===== src/hw/synth_cfg_pkg.sv =====
// Constants and carrier types for the serial configuration port.
// Assumes a single system clock; the port synchronises the serial pins itself.
package synth_cfg_pkg;
  localparam int WORD_BITS = 11;
  localparam int PAYLOAD_BITS = 9;
  localparam int ADDR_LSB = 0;
  localparam int PAYLOAD_LSB = 2;
  localparam logic [1:0] ADDR_REF_PUMP = 2'h0;
  localparam logic [1:0] ADDR_FB_PD = 2'h1;
  localparam logic [1:0] ADDR_PRESCALE = 2'h2;
  localparam logic [1:0] ADDR_TXPOWER = 2'h3;
  // Payload field positions (payload bit n sits at index n-1)
  localparam int REF_DIV_LSB = 0;
  localparam int REF_DIV_W = 6;
  localparam int PUMP_LSB = 6;
  localparam int PUMP_W = 2;
  localparam int PULSE_LSB = 0;
  localparam int PULSE_W = 8;
  localparam int PD_BIT = 8;
  localparam logic [5:0] REF_DIV_RESET = 6'h0A;
  localparam logic [1:0] PUMP_RESET = 2'h0;
  localparam logic [7:0] PULSE_RESET = 8'h80;
  localparam logic PD_RESET = 1'b0;

  typedef struct packed {
    logic [5:0] ref_div;
    logic [1:0] pump_sel;
  } ref_pump_s;

  typedef struct packed {
    logic [7:0] pulse_count;
    logic power_down;
  } fb_pd_s;
endpackage : synth_cfg_pkg


===== src/hw/edge_sync.sv =====
// Two-flop synchroniser with rising edge detect on the synchronised level.
// Assumes the input is asynchronous to clk.
`timescale 1ns/1ns
`default_nettype none
module edge_sync (
  input wire logic clk,
  input wire logic rst,
  input wire logic din,
  output logic level,
  output logic rise
);
  logic meta_q;
  logic sync_q;
  logic prev_q;

  always_ff @(posedge clk) begin
    if (rst) begin
      meta_q <= 1'b0;
      sync_q <= 1'b0;
      prev_q <= 1'b0;
    end else begin
      meta_q <= din;
      sync_q <= meta_q;
      prev_q <= sync_q;
    end
  end

  assign level = sync_q;
  assign rise = sync_q & ~prev_q;
endmodule : edge_sync
`default_nettype wire


===== src/hw/synth_serial_config_port.sv =====
// Serial programming port: shift register and two decoded holding latches.
// Serial clock, data and strobe come from an outside host and are sampled by clk.
// Functional notes
// - Data is captured into the shift register on each rising serial clock edge.
// - Words arrive most significant bit first, so each new bit shifts in at the bottom.
// - A rising latch strobe copies the shift register into the addressed latch.
// - The word that is transferred is the last 11 bits shifted.
// - The two last bits address the latch, code 0 divider/pump and code 1 feedback/power-down.
// - Divider payload bits one to six give the reference divide, zero meaning divide by one.
// - Divider payload bits eight and seven select the charge-pump current.
// - Divider payload bit nine is ignored.
// - Feedback payload bit nine set to one forces global power-down.
// - Feedback payload bits one to eight set the pulse counter.
// - The pulse counter value is binary weighted, bit one weight one to bit eight weight 128.
`timescale 1ns/1ns
`default_nettype none
module synth_serial_config_port
  import synth_cfg_pkg::*;
(
  input wire logic clk,
  input wire logic rst,
  input wire logic serial_clk,
  input wire logic serial_data,
  input wire logic latch_strobe,
  output logic [5:0] ref_divide,
  output logic [6:0] ref_divide_eff,
  output logic [1:0] pump_current_sel,
  output logic [7:0] pulse_count,
  output logic power_down
);
  logic sclk_rise;
  logic data_lvl;
  logic strobe_rise;
  logic [WORD_BITS-1:0] shift_q;
  logic [WORD_BITS-1:0] shift_d;
  logic [1:0] addr;
  logic [PAYLOAD_BITS-1:0] payload;
  ref_pump_s ref_pump_q;
  fb_pd_s fb_pd_q;
  logic ref_load;
  logic fb_load;
  logic [6:0] ref_div_eff_q;

  // A zero code divides by one, so the ratio never reads as zero
  function automatic logic [6:0] divide_ratio(input logic [5:0] code);
    divide_ratio = (code == 6'h00) ? 7'h01 : {1'b0, code};
  endfunction : divide_ratio

  function automatic logic latch_hit(input logic [1:0] code, input logic [1:0] target);
    latch_hit = (code == target);
  endfunction : latch_hit

  edge_sync u_sclk (
    .clk(clk),
    .rst(rst),
    .din(serial_clk),
    .level(),
    .rise(sclk_rise)
  );

  edge_sync u_data (
    .clk(clk),
    .rst(rst),
    .din(serial_data),
    .level(data_lvl),
    .rise()
  );

  edge_sync u_le (
    .clk(clk),
    .rst(rst),
    .din(latch_strobe),
    .level(),
    .rise(strobe_rise)
  );

  // Data is sampled alongside the clock edge; host setup time dwarfs the sync delay
  assign shift_d = {shift_q[WORD_BITS-2:0], data_lvl};

  always_ff @(posedge clk) begin
    if (rst) begin
      shift_q <= '0;
    end else if (sclk_rise) begin
      shift_q <= shift_d;
    end
  end

  assign addr = shift_q[ADDR_LSB +: 2];
  assign payload = shift_q[WORD_BITS-1:PAYLOAD_LSB];
  assign ref_load = strobe_rise && latch_hit(addr, ADDR_REF_PUMP);
  assign fb_load = strobe_rise && latch_hit(addr, ADDR_FB_PD);

  always_ff @(posedge clk) begin
    if (rst) begin
      ref_pump_q.ref_div <= REF_DIV_RESET;
    end else if (ref_load) begin
      ref_pump_q.ref_div <= payload[REF_DIV_LSB +: REF_DIV_W];
    end
  end

  // Effective ratio sits in a flop so the output never glitches through the decode
  always_ff @(posedge clk) begin
    if (rst) begin
      ref_div_eff_q <= {1'b0, REF_DIV_RESET};
    end else if (ref_load) begin
      ref_div_eff_q <= divide_ratio(payload[REF_DIV_LSB +: REF_DIV_W]);
    end
  end

  // Payload bit nine of this latch has no use and is dropped here
  always_ff @(posedge clk) begin
    if (rst) begin
      ref_pump_q.pump_sel <= PUMP_RESET;
    end else if (ref_load) begin
      ref_pump_q.pump_sel <= payload[PUMP_LSB +: PUMP_W];
    end
  end

  always_ff @(posedge clk) begin
    if (rst) begin
      fb_pd_q.pulse_count <= PULSE_RESET;
    end else if (fb_load) begin
      fb_pd_q.pulse_count <= payload[PULSE_LSB +: PULSE_W];
    end
  end

  always_ff @(posedge clk) begin
    if (rst) begin
      fb_pd_q.power_down <= PD_RESET;
    end else if (fb_load) begin
      fb_pd_q.power_down <= payload[PD_BIT];
    end
  end

  assign ref_divide = ref_pump_q.ref_div;
  assign ref_divide_eff = ref_div_eff_q;
  assign pump_current_sel = ref_pump_q.pump_sel;
  assign pulse_count = fb_pd_q.pulse_count;
  assign power_down = fb_pd_q.power_down;

  shift_bit_a: assert property (@(posedge clk) disable iff (rst)
    sclk_rise
    |=> shift_q[0] == $past(data_lvl))
    else $error("shift register missed serial bit");

  shift_order_a: assert property (@(posedge clk) disable iff (rst)
    sclk_rise
    |=> shift_q[WORD_BITS-1:1] == $past(shift_q[WORD_BITS-2:0]))
    else $error("shift order wrong");

  shift_hold_a: assert property (@(posedge clk) disable iff (rst)
    !sclk_rise
    |=> $stable(shift_q))
    else $error("shift register moved without serial clock");

  ref_load_a: assert property (@(posedge clk) disable iff (rst)
    ref_load
    |=> ref_divide == $past(payload[REF_DIV_LSB +: REF_DIV_W]))
    else $error("divider latch not loaded");

  pump_load_a: assert property (@(posedge clk) disable iff (rst)
    ref_load
    |=> pump_current_sel == $past(payload[PUMP_LSB +: PUMP_W]))
    else $error("pump select not loaded");

  fb_load_a: assert property (@(posedge clk) disable iff (rst)
    fb_load
    |=> pulse_count == $past(payload[PULSE_LSB +: PULSE_W]))
    else $error("pulse count not loaded");

  pulse_weight_a: assert property (@(posedge clk) disable iff (rst)
    fb_load
    |=> pulse_count[0] == $past(payload[PULSE_LSB]) && pulse_count[PULSE_W-1] == $past(payload[PULSE_LSB+PULSE_W-1]))
    else $error("pulse count weights wrong");

  pd_load_a: assert property (@(posedge clk) disable iff (rst)
    fb_load
    |=> power_down == $past(payload[PD_BIT]))
    else $error("power down not loaded");

  word_load_a: assert property (@(posedge clk) disable iff (rst)
    fb_load
    |=> {power_down, pulse_count} == $past(shift_q[WORD_BITS-1:PAYLOAD_LSB]))
    else $error("word not transferred whole");

  div_one_a: assert property (@(posedge clk) disable iff (rst)
    ref_divide == 6'h00
    |-> ref_divide_eff == 7'h01)
    else $error("zero divide not one");

  eff_track_a: assert property (@(posedge clk) disable iff (rst)
    ref_divide != 6'h00
    |-> ref_divide_eff == {1'b0, ref_divide})
    else $error("effective divide differs from code");

  latch_hold_a: assert property (@(posedge clk) disable iff (rst)
    !strobe_rise
    |=> $stable(ref_divide) && $stable(ref_divide_eff) && $stable(pump_current_sel) && $stable(pulse_count) && $stable(power_down))
    else $error("latch changed without strobe");

  ref_other_a: assert property (@(posedge clk) disable iff (rst)
    strobe_rise && !latch_hit(addr, ADDR_REF_PUMP)
    |=> $stable(ref_divide) && $stable(ref_divide_eff) && $stable(pump_current_sel))
    else $error("divider latch changed on other address");

  fb_other_a: assert property (@(posedge clk) disable iff (rst)
    strobe_rise && !latch_hit(addr, ADDR_FB_PD)
    |=> $stable(pulse_count) && $stable(power_down))
    else $error("feedback latch changed on other address");

  reset_div_a: assert property (@(posedge clk)
    rst
    |=> ref_divide == REF_DIV_RESET && ref_divide_eff == {1'b0, REF_DIV_RESET})
    else $error("divider reset not ten");

  pump_reset_a: assert property (@(posedge clk)
    rst
    |=> pump_current_sel == PUMP_RESET)
    else $error("pump select reset wrong");

  fb_reset_a: assert property (@(posedge clk)
    rst
    |=> pulse_count == PULSE_RESET && power_down == PD_RESET)
    else $error("feedback latch reset wrong");
endmodule : synth_serial_config_port
`default_nettype wire


===== config.mk =====
export PLATFORM = sky130hd
export DESIGN_NAME = synth_serial_config_port
export DESIGN_NICKNAME = d
export VERILOG_FILES = /design/src/hw/synth_cfg_pkg.sv /design/src/hw/edge_sync.sv /design/src/hw/synth_serial_config_port.sv
export SDC_FILE = /design/constraint.sdc
export NUM_CORES = 1
export LEC_CHECK = 0
export BUFFER_PORTS_ARGS = -buffer_cell sky130_fd_sc_hd__buf_2
export CAP_MARGIN = 20
export CORE_MARGIN = 2
export CORE_UTILIZATION = 50
export CTS_CLUSTER_SIZE = 40
export DETAILED_ROUTE_END_ITERATION = 8
export PLACE_DENSITY = 0.82
export SYNTH_ARGS = -nofsm -noshare
export SYNTH_HDL_FRONTEND = slang
export SYNTH_SLANG_ARGS = --single-unit

===== constraint.sdc =====
create_clock -name clk -period 3.8 [get_ports clk]
set_input_delay 1.14 -clock clk [delete_from_list [all_inputs] [get_ports clk]]
set_output_delay 1.14 -clock clk [all_outputs]
set_load 0.03 [all_outputs]

# Word-level counts from Yosys, hierarchy flattened
# Cells that the tools add are included.
# word_totals
wordCells	24
input_bits	5
ff_bits	43
out_inout_bits	24
# op_classes
n_mux	1
bitwise_logic	4
n_eq_ne	1
reduce_logical	4
# ops
op	n
$logic_not 6->1	1
$mux 6	1
$and 1x1->1	2
$eq 2x1->1 const B	1
$logic_and 1x1->1	2
$logic_not 2->1	1
$not 1->1	2

# Logic depth before layout (Yosys ltp)
# Gate-level depths: netlist of the first run.
# depth
depth_word	3
depth_mapped	5
ltp_nobuf	3

# Hierarchy
# From an unflattened synthesis of the first run, not the netlist that was laid out.
# unflattened
cells_unflattened	147
area_unflattened_um2	1467.7
# modules_own_cells
module	area_per_inst_um2	cells_per_inst	n_inst
synth_serial_config_port	1204.9	126	1
edge_sync	87.6	7	3

# Worst setup path after synthesis of the first run
# OpenSTA, ideal clock, no wires.
# synth_timing
kind	input to register
from	input rst
to	register pulse_count[7] (netlist name)
cell_stages	2
n_path_buf	1
t_arrival_ns	1.535
setup_slack_ns	2.145
path_cell_list	clkbuf_1 a211o_1
# synth_rtl
element	line_no	source
start: declaration	synth_serial_config_port.sv:21	input wire logic rst,
# No word-level cell between the ends.

# Final worst setup path of the first run
# layout_timing
from	register pulse_count[0] (netlist name)
to	output pulse_count[0]
# layout_rtl
element	line_no	source
end: declaration	synth_serial_config_port.sv:28	output logic [7:0] pulse_count,
# No word-level cell between the ends.

==> results.toml, run 1 <==
[drt]
routed_wl_um = 2500
final_antenna_net_count = 0
viasPerCell = 5.01
num_vias = 1068
drc = 0
dr.pass1.iters = 4
wire_per_inst_um = 11.7
drt_iter0_markers = 19

[power]
power.density_nw_per_um2 = 435
power.internal_mw = 0.544
switching_share = 0.230
p_switching_mw = 0.162
p_comb_frac = 0.043
p_total_mw = 0.706
clkPwrFrac = 0.320
seqPwrFrac = 0.636
power.leakage_nw = 0.641
ir_drop_uv = 379

[critical_path]
cp.required_ps = 2660
cp-end-kind = "output pin"
critPathMaxStageDelay_ps = 360
worstPathArrival_ps = 910
path_buf_inv = 1
worstSetupPathDepth = 1
critPathLaunchType = "flip-flop"
critical_path_class = "reg -> out"
slowest_stage = "dfxtp_1"
worstPathCellList = "buf_2"
reg2regPathDepth = 3
startpoint = "pulse_count[0]"
regToRegStartpoint = "shift_q[0]"
path_delay_family = "flip-flops"
cp_max_fo = 2

[global_route]
grt_pass1_wl_um = 4170
grt.total_usage = 0.168
grt_max_degree = 41
antenna_found_initial = 0
grt_remaining_overflow = 0
grt_pass1_vias = 956

[yosys]
avgSynthCellArea_sq_um = 9.14
synth_compound_area_frac = 0.0887
synth_mux_area_frac = 0.0562
yosys_warnings = 0
synth_top_family_by_area = "simple AND/OR/NAND/NOR gates"
synth-seq-area-share = 0.590
synthTopCellsByArea = "dfxtp_1 59%, nand2_1 12%, a21oi_1 7.7%, mux2i_1 5.6%, nor2b_1 4.4%"
ys_seq_elements = 42
synth_cell_types = 18
synth_nets = 161
synthesis.instances = 156
synth_top_area_frac = 0.590
yosys.area.top_type = "dfxtp_1"
syn_area_sq_um = 1430
synthAdderAreaFrac = 0
synthSimpleGateAreaFrac = 0.225
synth_xor_area_frac = 0

[clock_tree]
tritoncts = "done"
cts-resized-gates = 0
clock-sinks = 42
clkLatencyLatePin_ps = 340
hold_buffers = 0
htree_levels = 2
clkTransAtPathRegs_ps = 120
cts.path.max_buffers = 2
clockRootBuffer = "clkbuf_4"
numCtsBuffers = 5
cts_setup_buffers = 0

[timing]
grt_setup_unrepaired = "false"
hold_viol_final = 0
worstMarginPinSlew_ps = 723
finalClockSkew_ps = 9.93
fin_setup_tns_ps = 0
period_needed_ps = 2050
fmax_ghz = 0.489
final.period_utilization = 0.538
slew_headroom = 0.517
drv_slew = 0
finalSetupViolCount = 0
holdWs_ps = 446

[cells_and_area]
insertedDiodeCount = 0
layout.nets = 186
layout_common_cells = "45 x nand2_1, 42 x dfxtp_1, 27 x buf_2, 22 x a21oi_1"
final_common_cell = "nand2_1"
layout-drive-gt1-share = 0.209
area.growth.synth_to_final_pct = 13.9
stdcell_area_sq_um = 1620
fin_util = 0.594

[die]
die_h_um = 57.4
rows = 19
initial_utilization = 0.521
die_area_sq_um = 3290
ios = 29
die_w_um = 57.4
coreArea_sq_um = 2730

[run]
max_cap_viol_count = 0

[hold_path]
hold_path.class = "reg -> reg"
hp-start = "u_data.level"
hold_path_depth = 2

[place]
dp_hpwl_um = 1720
numPortBuffers = 27
placed_area_sq_um = 1560
gpl.final_weighted_congestion = 0.723

[status]
outcome = "finished clean"
==> final timing paths <==
check                           end  slack, ps
setup / recovery     pulse_count[0]       1750
hold / removal           shift_q[0]        450
setup reg to reg  ref_divide_eff[0]       2220
hold reg to reg          shift_q[0]        450
==> area by class of cell <==
type | instances | area, sq um
Clock buffer | 6 | 51.3
Timing Repair Buffer | 28 | 143
Sequential cell | 42 | 841
Clock inverter | 2 | 12.5
Tap cell | 31 | 38.8
Multi-Input combinational cell | 104 | 537
Fill cell | 243 | 1110
==> registers in the layout (all words and copies together) (netlist names) <==
signal,flops
pump_current_sel,2
u_sclk.prev_q,1
u_le.meta_q,1
power_down,1
u_le.prev_q,1
shift_q,11
ref_divide_eff,6
pulse_count,8
u_sclk.level,1
u_le.level,1
u_sclk.meta_q,1
ref_divide,6
u_data.level,1
u_data.meta_q,1
==> power by group through the flow <==
stage	Clock, mW	Combinational [mW]	Sequential [mW]
final	0.226	0.0305	0.449
after global routing	0.256	0.0334	0.451
after CTS	0.235	0.0309	0.450
after detailed placement	0	0.0309	0.460
after global placement	0	0.0302	0.459
after floorplan	0	0.0198	0.465
==> metrics by stage <==
step / setup WS, ps / cells
2_1_floorplan: 2140 / 156
3_3_place_gp: 1870 / 205
3_5_place_dp: 1840 / 205
4_1_cts: 1730 / 213
5_1_grt: 1690 / 213
6_report: 1750 / 213
==> synth_stat cells <==
cell type,instances
buf_2,1
buf_6,1
nor2_1,10
nor4bb_1,1
nand2b_1,1
or4b_1,1
mux2i_1,8
nand2_1,45
conb_1,1
nor2b_1,10
dfxtp_1,42
a211oi_1,1
nor3_1,2
clkbuf_1,6
a21oi_1,22
nor4b_2,1
buf_4,2
a211o_1,1
==> worst min-delay path: stages, from the launching register on <==
cell     delay, ps
dfxtp_1        320
nand2_1         50
a21oi_1         50
==> cell families after synthesis <==
logic type	count (synthesis)
and+or+nand+nor	71
DFF	42
AOI/OAI and AO/OA	24
buffers and inverters	10
muxes	8
other	1
==> layer usage <==
layer / GRT usage / vias up / wire, um
li1: - / 554 / -
met1: 0.213 / 483 / 1180
met2: 0.255 / 26 / 1140
met3: 0.0476 / 5 / 128
met4: 0.0997 / 0 / 47
met5: 0 / - / 0
(Power assumes the default switching activity.)
==> run 2, diff against run 1 <==
Settings changed: ABC_AREA set to 1, PLACE_DENSITY 0.82 to 0.81.
Clock period 3.8 ns to 2.1 ns, I/O delays scaled along.
==> run 2 against run 1 <==
Compared with the run above:
- clock power is 58% higher
- clock-buffer cell count is 1 higher
- worst setup slack worse by 1200 ps
- first-iteration DRC count grew to 2.7 times the previous value
- via count is 13% higher
- synthesized cell count is 22% higher
- sequential cell count stayed put
- largest cell class unchanged
==> results.toml, run 2 <==
[status]
outcome = "finished clean"

[drt]
num_vias = 1202
drt_iter0_markers = 52
routed_wl_um = 2610
wire_per_inst_um = 9.98
dr.pass1.iters = 7
final_antenna_net_count = 0
viasPerCell = 4.61
drc = 0

[cells_and_area]
area.growth.synth_to_final_pct = 11.0
top_regs = "shift_q: 11 flops, pulse_count: 8 flops"
insertedDiodeCount = 0
layout-drive-gt1-share = 0.290
layout.nets = 222
final_common_cell = "dfxtp_1"
stdcell_area_sq_um = 1770
top_register = "shift_q"
layout.cells.non_filler = 261
largest_reg_flops = 11
layout_common_cells = "42 x dfxtp_1, 33 x nand2_1, 27 x buf_2, 20 x a21oi_1, 18 x inv_1"

[critical_path]
worstPathCellList = "buf_2"
cp-end-kind = "output pin"
worstPathArrival_ps = 910
cp_max_fo = 2
critPathLaunchType = "flip-flop"
critPathMaxStageDelay_ps = 360
cp.required_ps = 1470
slowest_stage = "dfxtp_1"
critical_path_class = "reg -> out"
path_buf_inv = 1
path_delay_family = "flip-flops"

[global_route]
grt_pass1_wl_um = 4420
grt_remaining_overflow = 0
grt.total_usage = 0.164
grt_max_degree = 26
grt_pass1_vias = 996
antenna_found_initial = 0

[place]
place_ws_ps = 703
numPortBuffers = 27
placed_cells = 254
placed_area_sq_um = 1730
gpl.final_weighted_congestion = 0.755
dp_hpwl_um = 1780

[yosys]
ys_seq_elements = 42
synth_mux_area_frac = 0
synth-seq-area-share = 0.526
synth-edff-count = 0
avgSynthCellArea_sq_um = 8.42
synthSimpleGateAreaFrac = 0.279
synth_compound_area_frac = 0.0970
synthesis.instances = 190
synth_cell_types = 21
yosys.area.top_type = "dfxtp_1"
synth_most_common_cell = "dfxtp_1"
synth_top_area_frac = 0.526
synth_nets = 195
syn_area_sq_um = 1600
synth-main-ff-cell = "dfxtp_1"
yosys_warnings = 0
synth_xor_area_frac = 0
synthAdderAreaFrac = 0
synthTopCellsByArea = "dfxtp_1 53%, nand2_1 7.7%, a21oi_1 6.3%, nor2_2 6.3%, inv_1 4.2%"
synth_top_family_by_area = "simple AND/OR/NAND/NOR gates"
synthTopCellsByCount = "42 x dfxtp_1, 33 x nand2_1, 20 x a21oi_1, 18 x inv_1, 16 x nor2_2"
ys_async_sr_fraction = 0

[power]
p_switching_mw = 0.321
power.leakage_nw = 0.784
ir_drop_uv = 469
seqPwrFrac = 0.643
switching_share = 0.247
power.density_nw_per_um2 = 733
clkPwrFrac = 0.275
power.internal_mw = 0.980
p_comb_frac = 0.082

[timing]
slew_headroom = 0.654
fmax_ghz = 0.650
drv_slew = 0
hold_viol_final = 0
setup_slack_ps = 560
finalSetupViolCount = 0
grt_setup_unrepaired = "false"
final.period_utilization = 0.733
period_needed_ps = 1540
fin_setup_tns_ps = 0
finalClockSkew_ps = 4.37
worstMarginPinSlew_ps = 518

[run]
max_cap_viol_count = 0

[clock_tree]
cts_setup_buffers = 0
clock-sinks = 42
numCtsBuffers = 5
htree_levels = 2
clkTransAtPathRegs_ps = 110
cts-resized-gates = 0
cts.path.max_buffers = 2
clkLatencyLatePin_ps = 340
clockRootBuffer = "clkbuf_4"
hold_buffers = 0
tritoncts = "done"

[die]
die_w_um = 60.6
die_area_sq_um = 3670
rows = 20
initial_utilization = 0.524
coreArea_sq_um = 3050
die_h_um = 60.6
ios = 29

[hold_path]
hold_path.class = "reg -> reg"
run 2: cell count changes after synthesis, moves of 8 or more:
cell and change:
o21ai_0 +11, nand2_1 -12, inv_1 +18, mux2i_1 -8, nor2_2 +16, nor2b_1 -10, nand3_1 +13
run 2: power by group through the flow:
stage | registers, mW | clock network [mW] | logic (mW)
floorplan | 0.868 | 0 | 0.0738
finish | 0.836 | 0.357 | 0.107
global placement | 0.854 | 0 | 0.105
detailed placement | 0.855 | 0 | 0.107
CTS | 0.837 | 0.372 | 0.107
global route | 0.840 | 0.414 | 0.121
run 2: worst reg2reg max path, delay by kind of cell (launching register included):
family | cells | cell delay, ps
AOI/OAI and AO/OA | 2 | 370
DFF | 1 | 390
and+or+nand+nor | 1 | 330
run 2: path summary, 6_finish.rpt:
kind / startpoint / to / slack [ps] / cells after the start
setup reg to reg: u_sclk.level / shift_q[4] / 900 / 3
setup / recovery: pulse_count[6] / pulse_count[6] / 560 / 1
hold reg to reg: u_sclk.meta_q / u_sclk.level / 410 / 2
hold / removal: u_sclk.meta_q / u_sclk.level / 410 / 2
run 2: kinds of logic after synthesis:
group                  count (synthesis)
AOI/OAI and AO/OA                     31
buffers and inverters                 30
DFF                                   42
other                                  1
and+or+nand+nor                       86
run 2: area by class of cell:
type,count,area [sq um]
fillers,307,1280
flip-flops and latches,42,841
multi-input cells,118,604
repair buffers,29,150
inverters,21,78.8
well taps,44,55.1
clock buffers,7,45.0
run 2: through the flow:
stage | total power [mW] | util | hold WS (ps)
after floorplan | 0.942 | - | 388
after global placement | 0.959 | 0.566 | 389
after detailed placement | 0.962 | 0.566 | 395
after CTS | 1.32 | 0.581 | 407
after global routing | 1.37 | 0.581 | 427
final | 1.30 | 0.581 | 408
run 2: layer usage:
metal / share of wire / global-route usage / vias up
met5: 0 / 0 / -
li1: - / - / 640
met4: 0.014 / 0.0652 / 0
met2: 0.45 / 0.234 / 36
met3: 0.066 / 0.0661 / 4
met1: 0.47 / 0.222 / 522
==> run 3, diff against run 2 <==
Settings changed: ABC_AREA 1 to 0, PLACE_DENSITY 0.81 to 0.82.
Clock period 2.1 ns to 1.53 ns, I/O delays scaled along.
==> run 3 against run 2 <==
Compared with the run above:
- final cell count is 16% lower
- die area decreased by 10%
- utilization is 4.6 points higher
- combinational power is 18% lower
- sequential share of layout area grew 1.6 points
- via count is 8.6% lower
- first-iteration DRC count decreased by 48%
- clock skew up 4.3 ps
- hold slack worse by 90 ps
- critical endpoint is now ref_divide_eff[5]
- largest cell class unchanged
- worst setup slack got worse by 410 ps
- critical path depth increased by 3
- global-route usage increased by 0.99 points
==> results.toml, run 3 (synthesis gave the netlist of run 1 again) <==
[clock_tree]
clockRootBuffer = "clkbuf_4"
clkTransAtPathRegs_ps = 130
cts-resized-gates = 0
clkLatencyLatePin_ps = 350
numCtsBuffers = 5
hold_buffers = 0
htree_levels = 2
tritoncts = "done"
cts.path.max_buffers = 2
cts_setup_buffers = 0
clock-sinks = 42

[die]
initial_utilization = 0.521
die_w_um = 57.4
die_area_sq_um = 3290
coreArea_sq_um = 2730
die_h_um = 57.4
ios = 29
rows = 19

[power]
power.density_nw_per_um2 = 1210
power.leakage_nw = 0.690
ir_drop_uv = 1180

[critical_path]
cp.required_ps = 1770
cp_max_fo = 6
critical_path_class = "reg -> reg"
critPathLaunchType = "flip-flop"
rrSetupSlack_ps = 150
cp-end-kind = "flip-flop"
worstPathArrival_ps = 1620

[cells_and_area]
final_common_cell = "nand2_1"
top_regs = "shift_q: 11 flops, pulse_count: 8 flops"
insertedDiodeCount = 0
top_register = "shift_q"
fin_util = 0.627
layout-drive-gt1-share = 0.230
layout.nets = 191
area.sequential_sq_um = 841
layout_common_cells = "45 x nand2_1, 42 x dfxtp_1, 27 x buf_2, 22 x a21oi_1"
largest_reg_flops = 11
multi_input_area_sq_um = 537
filler_cell_count = 232
area.growth.synth_to_final_pct = 20.4

[status]
outcome = "finished clean"

[global_route]
antenna_found_initial = 0
grt_pass1_wl_um = 4350
grt_max_degree = 41
grt_remaining_overflow = 0
grt_pass1_vias = 991
grt.total_usage = 0.174

[drt]
dr.pass1.iters = 4
num_vias = 1099
routed_wl_um = 2610
viasPerCell = 5.04
drt_iter0_markers = 27
wire_per_inst_um = 12.0
drc = 0
final_antenna_net_count = 0

[hold_path]
hold_path.class = "in -> reg"

[timing]
hold_viol_final = 0
finalClockSkew_ps = 8.66
drv_slew = 0
final.period_utilization = 0.901
period_needed_ps = 1380
fmax_ghz = 0.726
fin_setup_tns_ps = 0
finalSetupViolCount = 0
grt_setup_unrepaired = "false"

[place]
dp_hpwl_um = 1900
gpl.final_weighted_congestion = 0.720
numPortBuffers = 27

[run]
max_cap_viol_count = 0
## run 3: cell types whose count changed in the layout (fill, tap and decap cells not counted), sizes merged, moves of 8 or more
cell,before,now
mux2i,0,8
o21ai,11,0
nand3,14,0
nor2b,0,10
nor2,33,10
inv,21,0
## run 3: worst max-delay path, cell delays in order, from the launching register on
cell,delay [ps]
dfxtp_1,390
or4b_1,570
buf_4,180
nand2_1,60
a21oi_1,70
## run 3: per-stage QoR
step	hold slack [ps]	instances	worst slack [ps]	cell area, sq um	power (mW)
2_1_floorplan	414	156	195	1430	1.20
3_3_place_gp	421	210	217	1610	1.23
3_5_place_dp	422	210	173	1610	1.23
4_1_cts	300	218	136	1720	2.09
5_1_grt	302	218	51.9	1720	2.14
6_report	318	218	152	1720	2.07
## run 3: worst paths after layout
kind / endpoint / cells after the start / start
worst max-delay path: ref_divide_eff[5] / 4 / shift_q[1]
worst min-delay path: u_le.meta_q / 2 / latch_strobe
worst max register to register: ref_divide_eff[5] / 4 / shift_q[1]
worst min register to register: shift_q[0] / 2 / u_data.level
## run 3: cell type report
type                    count  share of cell area
clock buffers               5              0.0219
flip-flops and latches     42               0.490
repair buffers             33               0.112
clock inverters             3              0.0401
well taps                  31              0.0226
multi-input cells         104               0.313
## run 3: power by group
part	switching (mW)	internal, mW	leakage, nW	total, mW
combinational	0.0568	0.0314	0.294	0.0882
clock	0.357	0.511	0.0554	0.869
sequential	0.00729	1.11	0.341	1.12
## run 3: layer usage
metal / share of wire / vias to the layer above / track usage
li1: - / 563 / -
met1: 0.45 / 508 / 0.210
met2: 0.49 / 26 / 0.281
met3: 0.057 / 2 / 0.0703
met4: 0.0034 / 0 / 0.0598
met5: 0 / - / 0
